### src/hw/pin_mux_pkg.sv
`default_nettype none
package pin_mux_pkg;

    ////////////////////////////////////////////////////////////////////////////
    // bus geometry
    localparam int ADDR_W = 8; // byte address width
    localparam int DATA_W = 32; // apb data width
    localparam int STRB_W = 4; // byte lanes
    localparam int NUM_RW = 7; // software-writable registers
    localparam int NUM_PINS = 8; // shared pins handled here

    ////////////////////////////////////////////////////////////////////////////
    // register offsets
    localparam logic [ADDR_W-1:0] OFS_DIRECTION = 8'h00;
    localparam logic [ADDR_W-1:0] OFS_PULLUP = 8'h04;
    localparam logic [ADDR_W-1:0] OFS_UART = 8'h08;
    localparam logic [ADDR_W-1:0] OFS_TIMER_A = 8'h0C;
    localparam logic [ADDR_W-1:0] OFS_TIMER_F = 8'h10;
    localparam logic [ADDR_W-1:0] OFS_CLOCK = 8'h14;
    localparam logic [ADDR_W-1:0] OFS_PORT_DATA = 8'h18;
    localparam logic [ADDR_W-1:0] OFS_PIN_STATUS = 8'h1C;
    localparam logic [1:0] WORD_ALIGN = 2'h0; // low address bits of a word

    // register indices (offset / 4)
    localparam int REG_DIRECTION = 0;
    localparam int REG_PULLUP = 1;
    localparam int REG_UART = 2;
    localparam int REG_TIMER_A = 3;
    localparam int REG_TIMER_F = 4;
    localparam int REG_CLOCK = 5;
    localparam int REG_PORT_DATA = 6;
    localparam int REG_PIN_STATUS = 7;

    // writable bits and reset values, by index
    localparam logic [DATA_W-1:0] RW_MASK [NUM_RW] = '{
        32'h0018_88F0, 32'h0000_00C8, 32'h0000_001F, 32'h0000_1177,
        32'h0000_3118, 32'h0000_0007, 32'h0018_88F0};
    localparam logic [DATA_W-1:0] RW_RESET [NUM_RW] = '{
        32'h0000_0000, 32'h0000_0000, 32'h0000_0000, 32'h0000_0000,
        32'h0000_0000, 32'h0000_0001, 32'h0000_0000};

    ////////////////////////////////////////////////////////////////////////////
    // field positions: direction and port data share one layout
    localparam int P1_BASE = 0; // port 1 bit n at P1_BASE + n
    localparam int P3_BASE = 8; // port 3 bit n at P3_BASE + n
    localparam int P4_BASE = 16; // port 4 bit n at P4_BASE + n
    // pullup_control_low
    localparam int PU_P1_HIGH_NIBBLE = 3;
    localparam int PU_P3_LOW_PIN = 6;
    localparam int PU_P3_HIGH_PIN = 7;
    // uart_zero_control / uart_zero_mode_reg
    localparam int SERIAL_MODE_LSB = 0; // 3-bit serial_mode_field
    localparam int SERIAL_CLK_SRC = 3; // 1: external clock
    localparam int OPEN_DRAIN_SEL = 4;
    // timer_a_mode_reg / timer_a_io_control / pin_mode_reg
    localparam int TA_MODE_LSB = 0; // 3-bit timer_a_mode_field
    localparam int TA_PIN_SEL = 4; // 1: p1_5, 0: p1_7
    localparam int TA_PULSE_POL = 5;
    localparam int TA_OUT_ENABLE = 6;
    localparam int EXT_IRQ1_EN = 8;
    localparam int PIN_MODE_RSVD = 12; // must be kept at zero by software
    // timer_f_output_ctrl / comparator_mode_reg / pin_select_two / four
    localparam int TF_OUT10_BIT = 3;
    localparam int TF_OUT11_BIT = 4;
    localparam int CMP2_OUT_EN = 8;
    localparam int TA_OUT_PIN_SEL = 12;
    localparam int TF_OUT_PIN_SEL = 13;
    // clock_mode_reg_zero / clock_mode_reg_one
    localparam int SUBCLK_PIN_SEL = 0;
    localparam int SUBCLK_STOP = 1;
    localparam int FB_RES_OFF = 2;
    // pin status
    localparam int STAT_PINS_LSB = 0;
    localparam int STAT_BUF_ON = 8;
    localparam int STAT_FB_ON = 9;

    // pin vector positions
    localparam int PIN_P1_4 = 0;
    localparam int PIN_P1_5 = 1;
    localparam int PIN_P1_6 = 2;
    localparam int PIN_P1_7 = 3;
    localparam int PIN_P3_3 = 4;
    localparam int PIN_P3_7 = 5;
    localparam int PIN_SUB_IN = 6;
    localparam int PIN_SUB_OUT = 7;

    // mode encodings
    localparam logic [2:0] TA_MODE_TIMER = 3'h0;
    localparam logic [2:0] TA_MODE_PULSE = 3'h1;
    localparam logic [2:0] SERIAL_OFF = 3'h0;
    localparam logic [2:0] SERIAL_SYNC = 3'h1;

    ////////////////////////////////////////////////////////////////////////////
    // carriers
    typedef struct packed {
        logic uart_tx; // uart zero transmit data
        logic uart_clk_out; // uart zero internal clock
        logic comparator2_out; // comparator 2 result
        logic timer_a_out; // timer a output
        logic timer_f_out10; // timer f output 10
        logic timer_f_out11; // timer f output 11
    } periph_drive_t;

    typedef struct packed {
        logic uart_rx; // uart zero receive data
        logic uart_clk_in; // uart zero external clock
        logic timer_a_in; // timer a event input
        logic ext_irq1; // external interrupt 1 level
        logic timer_f_in; // timer f capture input
        logic subclock_ext_clk; // externally driven subclock
    } periph_sense_t;

    typedef struct packed {
        logic buffer_on; // oscillation buffer enable
        logic feedback_on; // on-chip feedback resistor enable
    } osc_ctrl_t;

endpackage
`default_nettype wire

### src/hw/port_pin_function_mux.sv
// Implementation choices: the placing of the registers and the APB interface to the registers.
`timescale 1ns/1ps
`default_nettype none

// How it works
// open-drain select makes uart transmit pin open-drain
// port 1 upper pins pulled up only as inputs
// port 3 pin 3 pulled up only as input
// port 3 pin 7 pulled up only as input
// software keeps pin mode reserved bit zero
// software keeps pulse control zero outside pulse mode
// timer a pin feeds timer and irq1
// pin select picks p1_5 or p1_7 for timer a
// subclock running: buffer and feedback resistor on
// resistor-off bit: buffer on, resistor disconnected
// stop bit: buffer off, resistor per its bit
// running buffer accepts external clock on input pin
// subclock pins oscillator function from reset
// select cleared: subclock pins become plain port
// p1_6: comparator, then uart clock out/in
// p3_7: timer a out, then timer f out11
// p3_3: timer f out10 drives, else feeds input
module port_pin_function_mux (
    input wire logic pclk,
    input wire logic presetn,
    input wire logic psel,
    input wire logic penable,
    input wire logic pwrite,
    input wire logic [pin_mux_pkg::ADDR_W-1:0] paddr,
    input wire logic [pin_mux_pkg::DATA_W-1:0] pwdata,
    input wire logic [pin_mux_pkg::STRB_W-1:0] pstrb,
    output logic [pin_mux_pkg::DATA_W-1:0] prdata,
    output logic pready,
    output logic pslverr,
    input wire pin_mux_pkg::periph_drive_t periph_drive,
    output pin_mux_pkg::periph_sense_t periph_sense,
    output pin_mux_pkg::osc_ctrl_t osc_ctrl,
    input wire logic [pin_mux_pkg::NUM_PINS-1:0] pin_in,
    output logic [pin_mux_pkg::NUM_PINS-1:0] pin_out,
    output logic [pin_mux_pkg::NUM_PINS-1:0] pin_oe,
    output logic [pin_mux_pkg::NUM_PINS-1:0] pin_pullup
);
    import pin_mux_pkg::*;

    ////////////////////////////////////////////////////////////////////////////
    // bus decode
    logic [DATA_W-1:0] regs_reg [NUM_RW]; // control registers
    logic [2:0] word_index; // register index from address
    logic addr_mapped; // address hits a register
    logic setup_phase; // first cycle of a transfer
    logic write_access; // write takes effect this edge

    assign word_index = paddr[4:2];
    assign addr_mapped = (paddr[1:0] == WORD_ALIGN) && (paddr <= OFS_PIN_STATUS);
    assign setup_phase = psel && !penable;
    assign write_access = psel && penable && pwrite && addr_mapped;
    // zero wait states: every access completes in its first access cycle
    assign pready = 1'b1;

    ////////////////////////////////////////////////////////////////////////////
    // writable register bank, one entry per register
    genvar gi;
    generate
        for (gi = 0; gi < NUM_RW; gi++) begin : g_reg
            logic [DATA_W-1:0] reg_next; // next register value
            logic [DATA_W-1:0] lane_mask; // bytes selected by pstrb

            // byte-lane merge of write data under the writable mask
            always_comb begin
                lane_mask = {{8{pstrb[3]}}, {8{pstrb[2]}}, {8{pstrb[1]}}, {8{pstrb[0]}}};
                reg_next = regs_reg[gi];
                if (write_access && (word_index == 3'(gi))) begin
                    reg_next = (regs_reg[gi] & ~(lane_mask & RW_MASK[gi]))
                             | (pwdata & lane_mask & RW_MASK[gi]);
                end
            end

            // subclock select resets to one, giving oscillator pins
            always_ff @(posedge pclk or negedge presetn) begin
                if (!presetn) begin
                    regs_reg[gi] <= RW_RESET[gi];
                end else begin
                    regs_reg[gi] <= reg_next;
                end
            end
        end
    endgenerate

    ////////////////////////////////////////////////////////////////////////////
    // pin input synchronisers
    logic [NUM_PINS-1:0] meta_reg; // first stage, read only by second stage
    logic [NUM_PINS-1:0] pin_sync_reg; // synchronised pin levels

    // two flops before any logic sees a pin
    always_ff @(posedge pclk or negedge presetn) begin
        if (!presetn) begin
            meta_reg <= '0;
            pin_sync_reg <= '0;
        end else begin
            meta_reg <= pin_in;
            pin_sync_reg <= meta_reg;
        end
    end

    ////////////////////////////////////////////////////////////////////////////
    // field views
    logic [DATA_W-1:0] dir_w; // direction bits
    logic [DATA_W-1:0] data_w; // port output latches
    logic [DATA_W-1:0] pu_w; // pull-up controls
    logic [DATA_W-1:0] uart_w; // uart fields
    logic [DATA_W-1:0] ta_w; // timer a fields
    logic [DATA_W-1:0] tf_w; // timer f / comparator fields
    logic [DATA_W-1:0] clk_w; // subclock fields
    logic [2:0] serial_mode_field; // uart mode
    logic [2:0] timer_a_mode_field; // timer a mode
    logic uart_active; // uart enabled in any mode
    logic ta_in_mode; // timer a uses its pin as input
    logic ta_pulse_mode; // timer a drives its pin

    assign dir_w = regs_reg[REG_DIRECTION];
    assign data_w = regs_reg[REG_PORT_DATA];
    assign pu_w = regs_reg[REG_PULLUP];
    assign uart_w = regs_reg[REG_UART];
    assign ta_w = regs_reg[REG_TIMER_A];
    assign tf_w = regs_reg[REG_TIMER_F];
    assign clk_w = regs_reg[REG_CLOCK];
    assign serial_mode_field = uart_w[SERIAL_MODE_LSB +: 3];
    assign timer_a_mode_field = ta_w[TA_MODE_LSB +: 3];
    assign uart_active = serial_mode_field != SERIAL_OFF;
    // input use needs a counting mode and the pulse control bit clear
    assign ta_in_mode = (timer_a_mode_field != TA_MODE_TIMER)
                     && (timer_a_mode_field != TA_MODE_PULSE)
                     && !ta_w[TA_PULSE_POL];
    assign ta_pulse_mode = timer_a_mode_field == TA_MODE_PULSE;

    ////////////////////////////////////////////////////////////////////////////
    // pin function selection
    logic [NUM_PINS-1:0] out_next; // next pin level
    logic [NUM_PINS-1:0] oe_next; // next pin enable
    logic [NUM_PINS-1:0] pu_next; // next pull-up enable
    periph_sense_t sense_next; // next peripheral inputs
    osc_ctrl_t osc_next; // next oscillator controls
    logic ta_pin_is_p15; // timer a routed to p1_5
    logic ta_pin_level; // level on the selected timer a pin
    logic ta_pin_input; // selected timer a pin is an input
    logic sub_sel; // subclock pin function chosen

    always_comb begin
        ta_pin_is_p15 = ta_w[TA_PIN_SEL];
        sub_sel = clk_w[SUBCLK_PIN_SEL];
        out_next = '0;
        oe_next = '0;
        pu_next = '0;
        sense_next = '0;
        osc_next = '0;

        // p1_4: uart transmit or plain port
        if (uart_active) begin
            if (uart_w[OPEN_DRAIN_SEL]) begin
                out_next[PIN_P1_4] = 1'b0;
                oe_next[PIN_P1_4] = !periph_drive.uart_tx;
            end else begin
                out_next[PIN_P1_4] = periph_drive.uart_tx;
                oe_next[PIN_P1_4] = 1'b1;
            end
        end else begin
            out_next[PIN_P1_4] = data_w[P1_BASE + 4];
            oe_next[PIN_P1_4] = dir_w[P1_BASE + 4];
            pu_next[PIN_P1_4] = pu_w[PU_P1_HIGH_NIBBLE] && !dir_w[P1_BASE + 4];
        end

        // p1_5 and p1_7: timer a output in pulse mode on the selected pin
        if (ta_pulse_mode && ta_pin_is_p15) begin
            out_next[PIN_P1_5] = periph_drive.timer_a_out;
            oe_next[PIN_P1_5] = 1'b1;
        end else begin
            out_next[PIN_P1_5] = data_w[P1_BASE + 5];
            oe_next[PIN_P1_5] = dir_w[P1_BASE + 5];
            pu_next[PIN_P1_5] = pu_w[PU_P1_HIGH_NIBBLE] && !dir_w[P1_BASE + 5];
        end
        if (ta_pulse_mode && !ta_pin_is_p15) begin
            out_next[PIN_P1_7] = periph_drive.timer_a_out;
            oe_next[PIN_P1_7] = 1'b1;
        end else begin
            out_next[PIN_P1_7] = data_w[P1_BASE + 7];
            oe_next[PIN_P1_7] = dir_w[P1_BASE + 7];
            pu_next[PIN_P1_7] = pu_w[PU_P1_HIGH_NIBBLE] && !dir_w[P1_BASE + 7];
        end

        // uart receive always watches p1_5 when it is an input
        sense_next.uart_rx = pin_sync_reg[PIN_P1_5] && !dir_w[P1_BASE + 5];

        // timer a input and irq1 follow the selected pin
        ta_pin_level = ta_pin_is_p15 ? pin_sync_reg[PIN_P1_5] : pin_sync_reg[PIN_P1_7];
        ta_pin_input = ta_pin_is_p15 ? !dir_w[P1_BASE + 5] : !dir_w[P1_BASE + 7];
        sense_next.timer_a_in = ta_in_mode && ta_pin_input && ta_pin_level;
        sense_next.ext_irq1 = ta_w[EXT_IRQ1_EN] && ta_pin_input && ta_pin_level;

        // p1_6: comparator first, then uart clock
        if (tf_w[CMP2_OUT_EN]) begin
            out_next[PIN_P1_6] = periph_drive.comparator2_out;
            oe_next[PIN_P1_6] = 1'b1;
        end else if (!uart_w[SERIAL_CLK_SRC] && (serial_mode_field == SERIAL_SYNC)) begin
            out_next[PIN_P1_6] = periph_drive.uart_clk_out;
            oe_next[PIN_P1_6] = 1'b1;
        end else begin
            out_next[PIN_P1_6] = data_w[P1_BASE + 6];
            oe_next[PIN_P1_6] = dir_w[P1_BASE + 6];
            pu_next[PIN_P1_6] = pu_w[PU_P1_HIGH_NIBBLE] && !dir_w[P1_BASE + 6];
            sense_next.uart_clk_in = uart_w[SERIAL_CLK_SRC] && !dir_w[P1_BASE + 6]
                                  && pin_sync_reg[PIN_P1_6];
        end

        // p3_3: timer f output 10 overrides direction
        if (tf_w[TF_OUT10_BIT]) begin
            out_next[PIN_P3_3] = periph_drive.timer_f_out10;
            oe_next[PIN_P3_3] = 1'b1;
        end else begin
            out_next[PIN_P3_3] = data_w[P3_BASE + 3];
            oe_next[PIN_P3_3] = dir_w[P3_BASE + 3];
            pu_next[PIN_P3_3] = pu_w[PU_P3_LOW_PIN] && !dir_w[P3_BASE + 3];
            sense_next.timer_f_in = !dir_w[P3_BASE + 3] && pin_sync_reg[PIN_P3_3];
        end

        // p3_7: timer a output, then timer f output 11
        if (tf_w[TA_OUT_PIN_SEL] && ta_w[TA_OUT_ENABLE]) begin
            out_next[PIN_P3_7] = periph_drive.timer_a_out;
            oe_next[PIN_P3_7] = 1'b1;
        end else if (tf_w[TF_OUT_PIN_SEL] && tf_w[TF_OUT11_BIT]) begin
            out_next[PIN_P3_7] = periph_drive.timer_f_out11;
            oe_next[PIN_P3_7] = 1'b1;
        end else begin
            out_next[PIN_P3_7] = data_w[P3_BASE + 7];
            oe_next[PIN_P3_7] = dir_w[P3_BASE + 7];
            pu_next[PIN_P3_7] = pu_w[PU_P3_HIGH_PIN] && !dir_w[P3_BASE + 7];
        end

        // subclock pins: oscillator when selected, plain port otherwise
        if (sub_sel) begin
            osc_next.buffer_on = !clk_w[SUBCLK_STOP];
            osc_next.feedback_on = !clk_w[FB_RES_OFF];
            // buffer on passes an external clock whatever the resistor
            sense_next.subclock_ext_clk = !clk_w[SUBCLK_STOP]
                                       && pin_sync_reg[PIN_SUB_IN];
        end else begin
            out_next[PIN_SUB_IN] = data_w[P4_BASE + 3];
            oe_next[PIN_SUB_IN] = dir_w[P4_BASE + 3];
            out_next[PIN_SUB_OUT] = data_w[P4_BASE + 4];
            oe_next[PIN_SUB_OUT] = dir_w[P4_BASE + 4];
        end
    end

    ////////////////////////////////////////////////////////////////////////////
    // registered pin and peripheral outputs
    always_ff @(posedge pclk or negedge presetn) begin
        if (!presetn) begin
            pin_out <= '0;
            pin_oe <= '0;
            pin_pullup <= '0;
            periph_sense <= '0;
            // oscillator running out of reset
            osc_ctrl <= '{buffer_on: 1'b1, feedback_on: 1'b1};
        end else begin
            pin_out <= out_next;
            pin_oe <= oe_next;
            pin_pullup <= pu_next;
            periph_sense <= sense_next;
            osc_ctrl <= osc_next;
        end
    end

    ////////////////////////////////////////////////////////////////////////////
    // read data and error, captured in the setup cycle
    logic [DATA_W-1:0] rdata_next; // next read data
    logic slverr_next; // next error answer

    always_comb begin
        rdata_next = prdata;
        slverr_next = pslverr;
        if (setup_phase) begin
            rdata_next = '0;
            slverr_next = !addr_mapped;
            if (addr_mapped && !pwrite) begin
                if (word_index == 3'(REG_PIN_STATUS)) begin
                    rdata_next[STAT_PINS_LSB +: NUM_PINS] = pin_sync_reg;
                    rdata_next[STAT_BUF_ON] = osc_ctrl.buffer_on;
                    rdata_next[STAT_FB_ON] = osc_ctrl.feedback_on;
                end else begin
                    rdata_next = regs_reg[word_index];
                end
            end
        end
    end

    // hold answer through the access cycle
    always_ff @(posedge pclk or negedge presetn) begin
        if (!presetn) begin
            prdata <= '0;
            pslverr <= 1'b0;
        end else begin
            prdata <= rdata_next;
            pslverr <= slverr_next;
        end
    end

endmodule
`default_nettype wire

### config.mk
export PLATFORM = sky130hd
export DESIGN_NAME = port_pin_function_mux
export DESIGN_NICKNAME = d
export VERILOG_FILES = /design/src/hw/pin_mux_pkg.sv /design/src/hw/port_pin_function_mux.sv
export SDC_FILE = /design/constraint.sdc
export NUM_CORES = 1
export LEC_CHECK = 0
export BUFFER_PORTS_ARGS = -buffer_cell sky130_fd_sc_hd__buf_4
export CAP_MARGIN = 20
export CORE_MARGIN = 2
export CORE_UTILIZATION = 25
export CTS_CLUSTER_SIZE = 10
export DETAILED_ROUTE_END_ITERATION = 10
export PLACE_DENSITY_LB_ADDON = 0.25
export SLEW_MARGIN = 15
export SYNTH_ARGS = -nofsm -noshare
export SYNTH_HDL_FRONTEND = slang
export SYNTH_SLANG_ARGS = --single-unit
### constraint.sdc
create_clock -name pclk -period 2.1 [get_ports pclk]
set_input_delay 0 -clock pclk [delete_from_list [all_inputs] [get_ports pclk]]
set_output_delay 0 -clock pclk [all_outputs]
set_load 0.02 [all_outputs]
======== After elaboration in Yosys (flattened, before gate mapping) ========
Cells that the tools add are included.
word-level totals
  bits in registers ....................... 303
  bits of input ports ..................... 63
  output and inout bits ................... 66
  logic and storage cells ................. 151
operators by class
  $lt $le $gt $ge ......................... 2
  equality and inequality tests ........... 10
  muxes and demuxes ....................... 41
  bitwise gates (word level) .............. 22
  reduce and logical (&&, ||, !) cells .... 54
operator list
  kind                                                                   count
  32-bit AND                                                             7
  32-bit binary-select mux with 3-bit select                             1
  32-bit two-way mux                                                     3
  32-bit by 21-bit bitwise OR with 32-bit output                         2
  1-bit logical AND                                                      35
  1-bit two-way mux                                                      32
  13-bit inverter with 32-bit output                                     1
  14-bit inverter with 32-bit output                                     1
  21-bit inverter with 32-bit output                                     1
  3-bit inverter with 32-bit output                                      1
  5-bit inverter with 32-bit output                                      1
  8-bit inverter with 32-bit output                                      1
  32-bit by 13-bit bitwise OR with 32-bit output                         1
  32-bit by 14-bit bitwise OR with 32-bit output                         1
  32-bit by 3-bit bitwise OR with 32-bit output                          1
  32-bit by 5-bit bitwise OR with 32-bit output                          1
  32-bit by 8-bit bitwise OR with 32-bit output                          1
  22-bit two-way mux                                                     1
  21-bit AND                                                             1
  1-bit logical NOT                                                      15
  3-bit equality test, second input constant                             4
  10-bit two-way mux                                                     1
  3-bit by 1-bit equality test with 1-bit output, second input constant  3
  8-bit by 5-bit <= comparator with 1-bit output, second input constant  1
  8 further kinds                                                        12

======== Logic depth before layout (Yosys ltp) ========
Gate-level depths: netlist (run 1).
  word-level depth ........................ 6
  mapped depth ............................ 6
  gate-level depth less buffers ........... 4

======== Worst setup path after synthesis (run 1) ========
Ideal clock, no wire load.
  path type ............................... input port to flip-flop
  from .................................... input paddr[0] (netlist name)
  to ...................................... register regs_reg, in the netlist clk_w[1]
  setup time .............................. 125 ps
  data arrival time ....................... 1466 ps
  required time ........................... 1975 ps
  path slack .............................. 509 ps
  stages on the path ...................... 4
  path buffers ............................ 0
  path through ............................ or4_4 -> and4bb_2 -> and4_1 -> mux2_2
between the ends
  word-level cells in the longest chain between the ends .. 4
  elaborated cells between the ends (all ways) .. 5
  those cells by class .................... order compare (1); reduce/logical (4)
RTL lines
  element                                                                                     RTL line                     RTL
  from (decl)                                                                                 port_pin_function_mux.sv:29  input wire logic [pin_mux_pkg::ADDR_W-1:0] paddr,
  8-bit by 5-bit <= comparator with 1-bit output / 2-bit logical NOT (equally long branches)  port_pin_function_mux.sv:54  assign addr_mapped = (paddr[1:0] == WORD_ALIGN) && (paddr <= OFS_PIN_STATUS);
  1-bit logical AND (*)                                                                       port_pin_function_mux.sv:54
  1-bit logical AND (*)                                                                       port_pin_function_mux.sv:56  assign write_access = psel && penable && pwrite && addr_mapped;
  1-bit logical AND (*)                                                                       port_pin_function_mux.sv:72  if (write_access && (word_index == 3'(gi))) begin
  to (signal, indexed assignment)                                                             port_pin_function_mux.sv:81  regs_reg[gi] <= RW_RESET[gi];
  to (signal, indexed assignment)                                                             port_pin_function_mux.sv:83  regs_reg[gi] <= reg_next;
  to (decl)                                                                                   port_pin_function_mux.sv:47  logic [DATA_W-1:0] regs_reg [NUM_RW];
Every way passes the cells marked *; elsewhere a longest branch is shown, timed or not.
A chain may end at the register's enable or synchronous reset.

======== Worst setup path after layout (run 1) ========
  from .................................... register regs_reg, in the netlist uart_w[2]
  to ...................................... register pin_out[2] (netlist name)
between the ends
  word-level cells in the longest chain between the ends .. 4
RTL lines
  element                                         RTL line                      RTL
  3-bit by 1-bit equality test with 1-bit output  port_pin_function_mux.sv:203  end else if (!uart_w[SERIAL_CLK_SRC] && (serial_mode_field == SERIAL_SYNC)) begin
  1-bit logical AND                               port_pin_function_mux.sv:203
  1-bit two-way mux                               port_pin_function_mux.sv:203
  1-bit two-way mux                               port_pin_function_mux.sv:200  if (tf_w[CMP2_OUT_EN]) begin
  net out_next[2]                                 port_pin_function_mux.sv:138  logic [NUM_PINS-1:0] out_next;
  to (signal assigned)                            port_pin_function_mux.sv:264  pin_out <= out_next;
  to (decl)                                       port_pin_function_mux.sv:39   output logic [pin_mux_pkg::NUM_PINS-1:0] pin_out,
The timed path passes the listed nets, and every way through them passes these cells.

==> qor.txt, run 1 <==
SYNTH
--------------------------------------------------------------------------------------------------
Syn Std Cell Area                                                                       4200 sq um
Mean post-synth cell area                                                               12.2 sq um
Yosys reg bits                                                                                 103
Number of synthesized flops with an enable pin                                                   0
Cell taking the most area after synthesis                                             sky130_fd_sc_hd__dfrtp_1
Most frequent cell after synthesis                                                    sky130_fd_sc_hd__dfrtp_1
Number of instances in the synthesized netlist                                                 344
Synth warn                                                                                       0
Sequential fraction of the synthesis area                                                    61.4%
Most common library cells after synthesis                                             100 x sky130_fd_sc_hd__dfrtp_1, 44 x sky130_fd_sc_hd__mux2_2, 29 x sky130_fd_sc_hd__nand2_1
Largest cells by area after synthesis                                                 sky130_fd_sc_hd__dfrtp_1 60%, sky130_fd_sc_hd__mux2_2 12%, sky130_fd_sc_hd__buf_4 3.8%, sky130_fd_sc_hd__nand2_1 2.6%, sky130_fd_sc_hd__nor2_1 2.3%
Ys flop type                                                                          sky130_fd_sc_hd__dfrtp_1
Proportion of register bits with asynchronous set or reset after synthesis                    100%
Synth unique cells                                                                              45
Area share of the largest cell type after synthesis                                          59.6%

OUTCOME
--------------------------------------------------------------------------------------------------
Outcome                                                                               finished, final reports clean

GRT
--------------------------------------------------------------------------------------------------
Vias in the first global route                                                                3095
Global-route usage over all layers                                                           13.2%
Initial antenna violation count                                                                  0
GRT overflow                                                                                     0
Wire length of the first global-routing pass                                              17900 um
Pin count of the biggest net entering global routing                                            37

WORST SETUP PATH
--------------------------------------------------------------------------------------------------
Kind of critical path                                                                 flip-flop to flip-flop
Buffers plus inverters on the worst setup path                                                   2
Crit path capture type                                                                   flip-flop
Capture instance of the worst register-to-register path                                 pin_out[2]
Slowest cell on crit path                                                             sky130_fd_sc_hd__dlygate4sd3_1
Critical path fanouts, max                                                                       4
Family with the most delay on the worst path                                          buffers and inverters
Signal arrival time at the worst endpoint                                                  2.03 ns
Reg-to-reg critical path startpoint                                                      uart_w[2]
Worst r2r path cells                                                                             5
Worst-path cell chain                                                                 nor4b_1 -> buf_4 -> mux2i_1 -> o21ai_0 -> dlygate4sd3_1
Flop2flop setup slack                                                                      0.29 ns
Startpoint types                                                                         flip-flop
Required time worst endpoint                                                               2.33 ns
Biggest cell delay along the critical path                                                 0.55 ns

FINISH
--------------------------------------------------------------------------------------------------
Register containing the most flip-flops in the final layout                                 prdata
Ratio of cells with drive above 1 in the final layout                                        35.3%
Final antenna diode count                                                                        0
Core Util, Final                                                                             34.7%
Area added between synthesis and finish                                                      36.3%
Total Nets Final                                                                               537
Max FFs per register                                                                            16

STA
--------------------------------------------------------------------------------------------------
Largest clock skew in the final design                                                  0.00438 ns
Max frequency                                                                              553 MHz
Pins Over Slew Limit                                                                             0
RSZ-0062 raised after global routing                                                            no
Endpoints failing hold                                                                           0
Total Negative Setup Slacks                                                                   0 ns
Setup violations, final                                                                          0
Final critical path time including I/O delays and setup                                    1.81 ns
Final Cycle Share                                                                            86.1%

ROUTE
--------------------------------------------------------------------------------------------------
Number of optimization iterations in the first detailed-route pass                               4
Vias after detailed routing                                                                   3058
DRC violation total after the first TritonRoute iteration                                      209
Final routed DRC violation total                                                                 0
Post-detailed-route via-to-cell ratio                                                         4.37
Antenna viol nets, final                                                                         0
Wire per inst                                                                              16.3 um
Final wirelength                                                                          11400 um

DIE
--------------------------------------------------------------------------------------------------
Number of placement rows                                                                        47
Core footprint                                                                         16500 sq um
Die width                                                                                   134 um
I/O pin total                                                                                  129
Initial Util                                                                                 25.4%
Y dimension of the die                                                                      134 um
Overall die area                                                                       17900 sq um

MIN PATH
--------------------------------------------------------------------------------------------------
Min-delay src                                                                             paddr[1]
Hold path endpoint                                                                         pslverr
Class of the tightest hold or removal check                                           primary input to flip-flop
Count of cells along the worst hold path                                                         3

FLOW RUN
--------------------------------------------------------------------------------------------------
Max-cap violations                                                                               0

CLOCKING
--------------------------------------------------------------------------------------------------
Clk Latency, worst-skew pair                                                               0.34 ns
TritonCTS clock tree                                                                         built
Post_cts resized                                                                                 0
Clk sinks                                                                                      103
Clock transition time at the flip-flop clock pins of the worst setup and hold paths        0.07 ns
Clk root buf                                                                          sky130_fd_sc_hd__clkbuf_16
Worst-case clock buffer depth                                                                    2
Htree depth                                                                                      3
Total CTS buffers                                                                                9

PLACE
--------------------------------------------------------------------------------------------------
Final GP Congestion                                                                          0.814
Sum of net half-perimeters after detailed placement                                        8580 um
I/O Buffers                                                                                     91

POWER AND IR DROP
--------------------------------------------------------------------------------------------------
Leakage                                                                                    2.79 nW
Power density cells                                                                    710 nW/um^2
Peak ir drop on the vdd network                                                         0.000517 V

## cell usage in the layout (no fill, tap or decap), drive strengths merged, types with 6 or more instances in the layout
cell type / instances
a21oi: 7
buf: 101
clkbuf: 10
conb: 19
dfrtp: 100
dlygate4sd3: 30
inv: 9
mux2: 44
nand2: 29
nand3: 6
nor2: 26
nor2b: 9
nor3: 12
o21ai: 14
## cells by family (layout without fill, tap and decap cells)
| group | Yosys count | in the layout | synth area share [%] |
|---|---|---|---|
| buffers and inverters | 36 | 154 | 5.15 |
| DFF | 103 | 103 | 61.4 |
| other | 2 | 19 | 0.179 |
| AOI/OAI and AO/OA | 46 | 46 | 7.30 |
| muxes | 47 | 47 | 12.5 |
| and+or+nand+nor | 110 | 110 | 13.4 |
## where the power goes
part	internal, mW	total (mW)	switching (mW)
Sequential	2.02	2.03	0.0171
Combinational	0.138	0.322	0.184
Clock	0.964	1.71	0.747
Total	3.12	4.06	0.948
## per-stage QoR
step | total power, mW | area [sq um] | worst slack, ns | instances | hold WS (ns)
final | 4.06 | 5730 | 0.292 | 699 | 0.0342
after global routing | 4.23 | 5730 | 0.216 | 699 | 0.0763
after CTS | 4.13 | 5730 | 0.262 | 699 | 0.0271
after detailed placement | 2.35 | 5120 | 0.198 | 653 | -0.0160
after global placement | 2.35 | 5120 | 0.219 | 653 | -0.0268
after floorplan | 2.21 | 4270 | 0.509 | 361 | -0.296
## timing repair
action                    in CTS  in global routing
hold endpoints to repair      83                  0
setup buffers                  0                  0
hold buffers                  30                  0
## worst max-delay path by stage
| stage | startpoint | endpoint | slack (ns) | depth (start not counted) |
|---|---|---|---|---|
| 6_report | uart_w[2] | pin_out[2] | 0.29 | 5 |
| 5_1_grt | uart_w[3] | pin_out[2] | 0.22 | 5 |
| 4_1_cts | uart_w[2] | pin_out[2] | 0.26 | 5 |
| 3_5_place_dp | paddr[0] | dir_w[5] | 0.20 | 5 |
| 3_3_place_gp | paddr[0] | dir_w[6] | 0.22 | 5 |
| 2_1_floorplan | paddr[0] | clk_w[1] | 0.51 | 4 |
## final cells by class
cell class / instances / area, sq um
clock buffer: 10 / 239
clock inverter: 6 / 67.6
inverter: 7 / 26.3
tap: 220 / 275
fill: 1688 / 10800
sequential: 103 / 2580
timing repair buffer: 131 / 1070
multi-input combinational: 222 / 1470
## tightest hold or removal path: stages
cell,delay [ns]
sky130_fd_sc_hd__buf_4,0.11
sky130_fd_sc_hd__nor2_1,0.08
sky130_fd_sc_hd__o21ai_0,0.14
## routing by layer
| metal | up-vias | GRT usage, % | share of wire, % |
|---|---|---|---|
| met3 | 8 | 2.97 | 5.4 |
| li1 | 1437 | - | - |
| met1 | 1518 | 18.3 | 46 |
| met5 | - | 0 | 0 |
| met4 | 0 | 3.07 | 0.57 |
| met2 | 95 | 21.1 | 48 |
(Power assumes the default switching activity.)
==> run 2: changes to the inputs <==
--- a/config.mk
+++ b/config.mk
@@ -9,9 +9,9 @@
 export CAP_MARGIN = 20
 export CORE_MARGIN = 2
 export CORE_UTILIZATION = 25
-export CTS_CLUSTER_SIZE = 10
 export DETAILED_ROUTE_END_ITERATION = 10
 export PLACE_DENSITY_LB_ADDON = 0.25
+export REMOVE_ABC_BUFFERS = 1
 export SLEW_MARGIN = 15
 export SYNTH_ARGS = -nofsm -noshare
 export SYNTH_HDL_FRONTEND = slang
==> qor.txt, run 2 (same netlist as run 1, synthesis figures left out) <==
WORST SETUP PATH
--------------------------------------------------------------------------------------------------
Startpoint types                                                                         flip-flop
Crit path capture type                                                                   flip-flop
Critical path fanouts, max                                                                       4
Biggest cell delay along the critical path                                                 0.58 ns
Signal arrival time at the worst endpoint                                                  1.83 ns
Slowest cell on crit path                                                             sky130_fd_sc_hd__nor4b_1
Required time worst endpoint                                                               2.33 ns
Worst-path cell chain                                                                 nor4b_1 -> buf_4 -> mux2i_1 -> o21ai_0
Kind of critical path                                                                 flip-flop to flip-flop

STA
--------------------------------------------------------------------------------------------------
Rel. slew slack                                                                              59.8%
Max frequency                                                                              623 MHz
Minimum hold slack                                                                       0.0151 ns
Final Cycle Share                                                                            76.4%
Final critical path time including I/O delays and setup                                    1.60 ns
Pins Over Slew Limit                                                                             0
Endpoints failing hold                                                                           0
Fin worst setup slack                                                                     0.496 ns
Largest clock skew in the final design                                                  0.00879 ns
Total Negative Setup Slacks                                                                   0 ns
RSZ-0062 raised after global routing                                                            no
Setup violations, final                                                                          0
Pin slew with the least headroom to its limit                                             0.594 ns

MIN PATH
--------------------------------------------------------------------------------------------------
Class of the tightest hold or removal check                                           primary input to flip-flop

GRT
--------------------------------------------------------------------------------------------------
Pin count of the biggest net entering global routing                                            46
Initial antenna violation count                                                                  0
Wire length of the first global-routing pass                                              18000 um
Vias in the first global route                                                                3161
Global-route usage over all layers                                                           13.3%
GRT overflow                                                                                     0

CLOCKING
--------------------------------------------------------------------------------------------------
Clk sinks                                                                                      103
Total CTS buffers                                                                                9
Post_cts resized                                                                                 0
Post-CTS Setup Inserts                                                                           0
Worst-case clock buffer depth                                                                    2
Count of hold buffers inserted by post-cts repair                                               30
Clk root buf                                                                          sky130_fd_sc_hd__clkbuf_16
Clk Latency, worst-skew pair                                                               0.35 ns
TritonCTS clock tree                                                                         built
Clock transition time at the flip-flop clock pins of the worst setup and hold paths        0.07 ns
Htree depth                                                                                      3

POWER AND IR DROP
--------------------------------------------------------------------------------------------------
Clock network fraction of total power                                                        43.6%
Power density cells                                                                    728 nW/um^2
Internal                                                                                   3.26 mW
Leakage                                                                                    2.80 nW
Flop pwr share                                                                               48.7%
Net switching component of the power                                                      0.914 mW
Relative contribution of combinational cells to total power                                   7.7%
Peak ir drop on the vdd network                                                         0.000404 V
Switching Fraction                                                                           21.9%

FINISH
--------------------------------------------------------------------------------------------------
Finished Layout Cells                                                                          698
Register containing the most flip-flops in the final layout                                 prdata
Max FFs per register                                                                            16
Fillers                                                                                       1683
Total Nets Final                                                                               536
Area added between synthesis and finish                                                      36.6%
Ratio of cells with drive above 1 in the final layout                                        34.7%
Most common cell after layout, fill and taps aside                                    sky130_fd_sc_hd__dfrtp_1
Most used cells in the layout excluding fill and tap cells                            100 x sky130_fd_sc_hd__dfrtp_1, 99 x sky130_fd_sc_hd__buf_4, 44 x sky130_fd_sc_hd__mux2_2, 30 x sky130_fd_sc_hd__dlygate4sd3_1, 29 x sky130_fd_sc_hd__nand2_1
Final antenna diode count                                                                        0

ROUTE
--------------------------------------------------------------------------------------------------
Final routed DRC violation total                                                                 0
Number of optimization iterations in the first detailed-route pass                               4
Final wirelength                                                                          11300 um
Antenna viol nets, final                                                                         0
DRC violation total after the first TritonRoute iteration                                      119
Vias after detailed routing                                                                   3033
Wire per inst                                                                              16.2 um
Post-detailed-route via-to-cell ratio                                                         4.35

PLACE
--------------------------------------------------------------------------------------------------
Placed Cells incl. Taps                                                                        652
Sum of net half-perimeters after detailed placement                                        8560 um
I/O Buffers                                                                                     91
Setup slack after placement                                                               0.175 ns
Final GP Congestion                                                                          0.819

DIE
--------------------------------------------------------------------------------------------------
Number of placement rows                                                                        47
Initial Util                                                                                 25.4%
I/O pin total                                                                                  129
Overall die area                                                                       17900 sq um
Core footprint                                                                         16500 sq um
Die width                                                                                   134 um
Y dimension of the die                                                                      134 um

FLOW RUN
--------------------------------------------------------------------------------------------------
Max-cap violations                                                                               0

OUTCOME
--------------------------------------------------------------------------------------------------
Outcome                                                                               finished, final reports clean

[run 2: final timing paths]
kind	cells past startpoint	from	slack, ns	end
worst max register to register	4	uart_w[3]	0.50	pin_out[2]
worst min-delay path	3	paddr[1]	0.02	pslverr
max in group asynchronous	3	presetn	1.23	osc_ctrl[1]
min in group asynchronous	2	presetn	0.19	pin_pullup[2]
worst min register to register	0	meta_reg[0]	0.35	pin_sync_reg[0]
worst max-delay path	4	uart_w[3]	0.50	pin_out[2]
[run 2: power groups by stage]
stage | combinational (mW) | sequential (mW) | clock [mW]
after floorplan | 0.0850 | 2.08 | 0
after global placement | 0.278 | 2.07 | 0
after detailed placement | 0.281 | 2.07 | 0
after CTS | 0.327 | 2.03 | 1.86
after global routing | 0.356 | 2.04 | 1.96
final | 0.321 | 2.03 | 1.82
[run 2: through the flow]
stage / total power, mW / util [%] / instance area, sq um
detailed placement: 2.35 / 30.9 / 5110
global placement: 2.35 / 30.9 / 5110
global route: 4.35 / 34.7 / 5740
CTS: 4.22 / 34.7 / 5740
floorplan: 2.16 / - / 4080
finish: 4.18 / 34.7 / 5740
[run 2: per-layer routing]
metal	share of wire, %	global-route usage, %	vias to the layer above	routed length, um
li1	-	-	1435	-
met4	1.8	5.02	0	201
met5	0	0	-	0
met1	45	17.9	1495	5040
met3	6.0	2.97	14	672
met2	48	21.1	89	5380
[run 2: critical path, delay by kind of cell (launching register included)]
family / cells / cell delay [ns]
and+or+nand+nor: 1 / 0.58
DFF: 1 / 0.42
buffers and inverters: 1 / 0.22
muxes: 1 / 0.18
AOI/OAI and AO/OA: 1 / 0.09
[run 2: area by class of cell]
class,count,area (sq um),share of cell area (%)
repair buffers,130,1060,18.5
flip-flops and latches,103,2580,45.0
inverters,7,26.3,0.458
clock inverters,3,65.1,1.13
multi-input cells,222,1470,25.6
clock buffers,13,260,4.53
well taps,220,275,4.80
==> run 3: changes to the inputs <==
--- a/config.mk
+++ b/config.mk
@@ -5,6 +5,7 @@
 export SDC_FILE = /design/constraint.sdc
 export NUM_CORES = 1
 export LEC_CHECK = 0
+export ABC_AREA = 1
 export BUFFER_PORTS_ARGS = -buffer_cell sky130_fd_sc_hd__buf_4
 export CAP_MARGIN = 20
 export CORE_MARGIN = 2
==> constraint.sdc (replaced) <==
create_clock -name pclk -period 1.4 [get_ports pclk]
set_input_delay 0 -clock pclk [delete_from_list [all_inputs] [get_ports pclk]]
set_output_delay 0 -clock pclk [all_outputs]
set_load 0.02 [all_outputs]
==> qor.txt, run 3 <==
WORST SETUP PATH
--------------------------------------------------------------------------------------------------
Required time worst endpoint                                                               1.70 ns
Origin of the worst setup path                                                              pwrite
Startpoint types                                                                      primary input
Crit path capture type                                                                   flip-flop
Kind of critical path                                                                 primary input to flip-flop
Reg-to-reg critical path startpoint                                                   pin_sync_reg[4]
Critical path fanouts, max                                                                       3
Signal arrival time at the worst endpoint                                                  1.56 ns

STA
--------------------------------------------------------------------------------------------------
Largest clock skew in the final design                                                  0.00587 ns
Final critical path time including I/O delays and setup                                    1.26 ns
Pins Over Slew Limit                                                                             0
Max frequency                                                                              792 MHz
RSZ-0062 raised after global routing                                                            no
Total Negative Setup Slacks                                                                   0 ns
Final Cycle Share                                                                            90.2%
Endpoints failing hold                                                                           0
Setup violations, final                                                                          0

FINISH
--------------------------------------------------------------------------------------------------
Most used cells in the layout excluding fill and tap cells                            186 x sky130_fd_sc_hd__nand2_1, 100 x sky130_fd_sc_hd__dfrtp_1, 100 x sky130_fd_sc_hd__buf_4, 40 x sky130_fd_sc_hd__inv_1, 40 x sky130_fd_sc_hd__nand3_1
Most common cell after layout, fill and taps aside                                    sky130_fd_sc_hd__nand2_1
Post-route standard cell area excluding fillers                                         6120 sq um
Ratio of cells with drive above 1 in the final layout                                        23.3%
Final antenna diode count                                                                        0
Area added between synthesis and finish                                                      35.0%
Total Nets Final                                                                               715
Max FFs per register                                                                            16
Register containing the most flip-flops in the final layout                                 prdata

MIN PATH
--------------------------------------------------------------------------------------------------
Class of the tightest hold or removal check                                           primary input to flip-flop
Min-delay src                                                                               pwrite

CLOCKING
--------------------------------------------------------------------------------------------------
Htree depth                                                                                      3
Clk root buf                                                                          sky130_fd_sc_hd__clkbuf_16
Worst-case clock buffer depth                                                                    2
Total CTS buffers                                                                                9
Clk Latency, worst-skew pair                                                               0.36 ns
Post-CTS Setup Inserts                                                                           0
Clk sinks                                                                                      103
TritonCTS clock tree                                                                         built
Clock transition time at the flip-flop clock pins of the worst setup and hold paths        0.07 ns

SYNTH
--------------------------------------------------------------------------------------------------
Synth unique cells                                                                              35
Proportion of register bits with asynchronous set or reset after synthesis                    100%
Sequential fraction of the synthesis area                                                    56.9%
Most common library cells after synthesis                                             186 x sky130_fd_sc_hd__nand2_1, 100 x sky130_fd_sc_hd__dfrtp_1, 40 x sky130_fd_sc_hd__inv_1, 40 x sky130_fd_sc_hd__nand3_1, 30 x sky130_fd_sc_hd__nor2_1
Yosys reg bits                                                                                 103
Ys flop type                                                                          sky130_fd_sc_hd__dfrtp_1
Area share of the largest cell type after synthesis                                          55.2%
Number of instances in the synthesized netlist                                                 512
Cell taking the most area after synthesis                                             sky130_fd_sc_hd__dfrtp_1
Synth warn                                                                                       0
Number of synthesized flops with an enable pin                                                   0
Largest cells by area after synthesis                                                 sky130_fd_sc_hd__dfrtp_1 55%, sky130_fd_sc_hd__nand2_1 15%, sky130_fd_sc_hd__nand3_1 4.4%, sky130_fd_sc_hd__buf_4 3.3%, sky130_fd_sc_hd__inv_1 3.3%
Most frequent cell after synthesis                                                    sky130_fd_sc_hd__nand2_1
Mean post-synth cell area                                                               8.86 sq um
Syn Std Cell Area                                                                       4530 sq um

ROUTE
--------------------------------------------------------------------------------------------------
Number of optimization iterations in the first detailed-route pass                               5
Post-detailed-route via-to-cell ratio                                                         4.31
Vias after detailed routing                                                                   3822
Final wirelength                                                                          13000 um
Wire per inst                                                                              14.6 um
Antenna viol nets, final                                                                         0
Final routed DRC violation total                                                                 0
DRC violation total after the first TritonRoute iteration                                      253

GRT
--------------------------------------------------------------------------------------------------
GRT overflow                                                                                     0
Global-route usage over all layers                                                           14.0%
Initial antenna violation count                                                                  0
Pin count of the biggest net entering global routing                                            33
Vias in the first global route                                                                4013
Wire length of the first global-routing pass                                              20900 um

DIE
--------------------------------------------------------------------------------------------------
Initial Util                                                                                 25.3%
Core footprint                                                                         17900 sq um
Y dimension of the die                                                                      139 um
Overall die area                                                                       19200 sq um
Number of placement rows                                                                        49
I/O pin total                                                                                  129
Die width                                                                                   139 um

PLACE
--------------------------------------------------------------------------------------------------
Final GP Congestion                                                                          0.917
I/O Buffers                                                                                     91
Area after DPL                                                                          5470 sq um
Sum of net half-perimeters after detailed placement                                        9950 um

POWER AND IR DROP
--------------------------------------------------------------------------------------------------
Leakage                                                                                    3.18 nW
Power density cells                                                                    984 nW/um^2
Sum of internal, switching and leakage power                                               6.03 mW
Peak ir drop on the vdd network                                                         0.000567 V

FLOW RUN
--------------------------------------------------------------------------------------------------
Max-cap violations                                                                               0

OUTCOME
--------------------------------------------------------------------------------------------------
Outcome                                                                               finished, final reports clean

-- run 3: cell types whose count changed in the layout (fill, tap and decap cells not counted), sizes merged, moves of 5 or more --
cell and delta:
o31ai -5, nor2b -9, nand4 +12, dlygate4sd3 +7, mux2 -44, nand3 +35, nand2 +160, o21ai +5
a21oi -6, inv +43, nor2 +16
-- run 3: through the flow --
| stage | cells | setup slack, ns | util, % | hold slack (ns) |
|---|---|---|---|---|
| final | 886 | 0.137 | 34.2 | 0.0257 |
| after global placement | 833 | 0.126 | 30.5 | -0.0145 |
| after floorplan | 502 | 0.390 | - | -0.296 |
| after CTS | 886 | 0.102 | 34.2 | 0.0242 |
| after global routing | 886 | 0.0385 | 34.2 | 0.0715 |
| after detailed placement | 833 | 0.113 | 30.5 | -0.0112 |
-- run 3: per-layer routing --
metal  share of wire, %  routed length [um]  up-vias  track usage [%]
li1                   -                   -     1864                -
met1                 43                5570     1844             17.1
met2                 50                6440       94             24.0
met3                4.5                 577       20             2.59
met4                2.8                 361        0             6.75
met5                  0                   0        -                0
-- run 3: path summary, 6_finish.rpt --
| path | to | cells past startpoint | slack [ns] |
|---|---|---|---|
| worst max-delay path | prdata[4] | 6 | 0.14 |
| worst min-delay path | prdata[13] | 4 | 0.03 |
| worst max register to register | prdata[4] | 3 | 0.14 |
| worst min register to register | pin_sync_reg[2] | 0 | 0.35 |
| max in group asynchronous | pin_oe[4] | 3 | 0.73 |
| min in group asynchronous | data_w[7] | 2 | 0.14 |
-- run 3: cells by family after synthesis --
family,after synthesis,share of synthesized area [%]
simple gates,303,30.8
flops,103,56.9
buf+inv,76,8.72
compound gates,28,3.37
other cells,2,0.166
-- run 3: cell type report --
| type | instances | area, sq um |
|---|---|---|
| inverter | 49 | 189 |
| clock buffer | 10 | 239 |
| tap | 229 | 287 |
| sequential | 103 | 2580 |
| timing repair buffer | 139 | 1160 |
| fill | 1888 | 11800 |
| multi-input combinational | 350 | 1620 |
| clock inverter | 6 | 45.0 |
-- run 3: critical path, cell delays in order --
cell and delay [ns]:
sky130_fd_sc_hd__buf_4 0.12, sky130_fd_sc_hd__dlygate4sd3_1 0.61, sky130_fd_sc_hd__nor2_1 0.12, sky130_fd_sc_hd__nand4_1 0.08, sky130_fd_sc_hd__dlygate4sd3_1 0.56, sky130_fd_sc_hd__nand3_1 0.08
-- run 3: repair_timing --
item,in CTS,in global routing
setup endpoints to repair,0,2
resized for setup,0,2
hold buffers,37,0
hold endpoints to repair,152,0
-- run 3: report_power, final --
part           switching, mW  internal (mW)
Sequential            0.0247           3.02
Combinational          0.333          0.224
Clock                   1.16           1.26
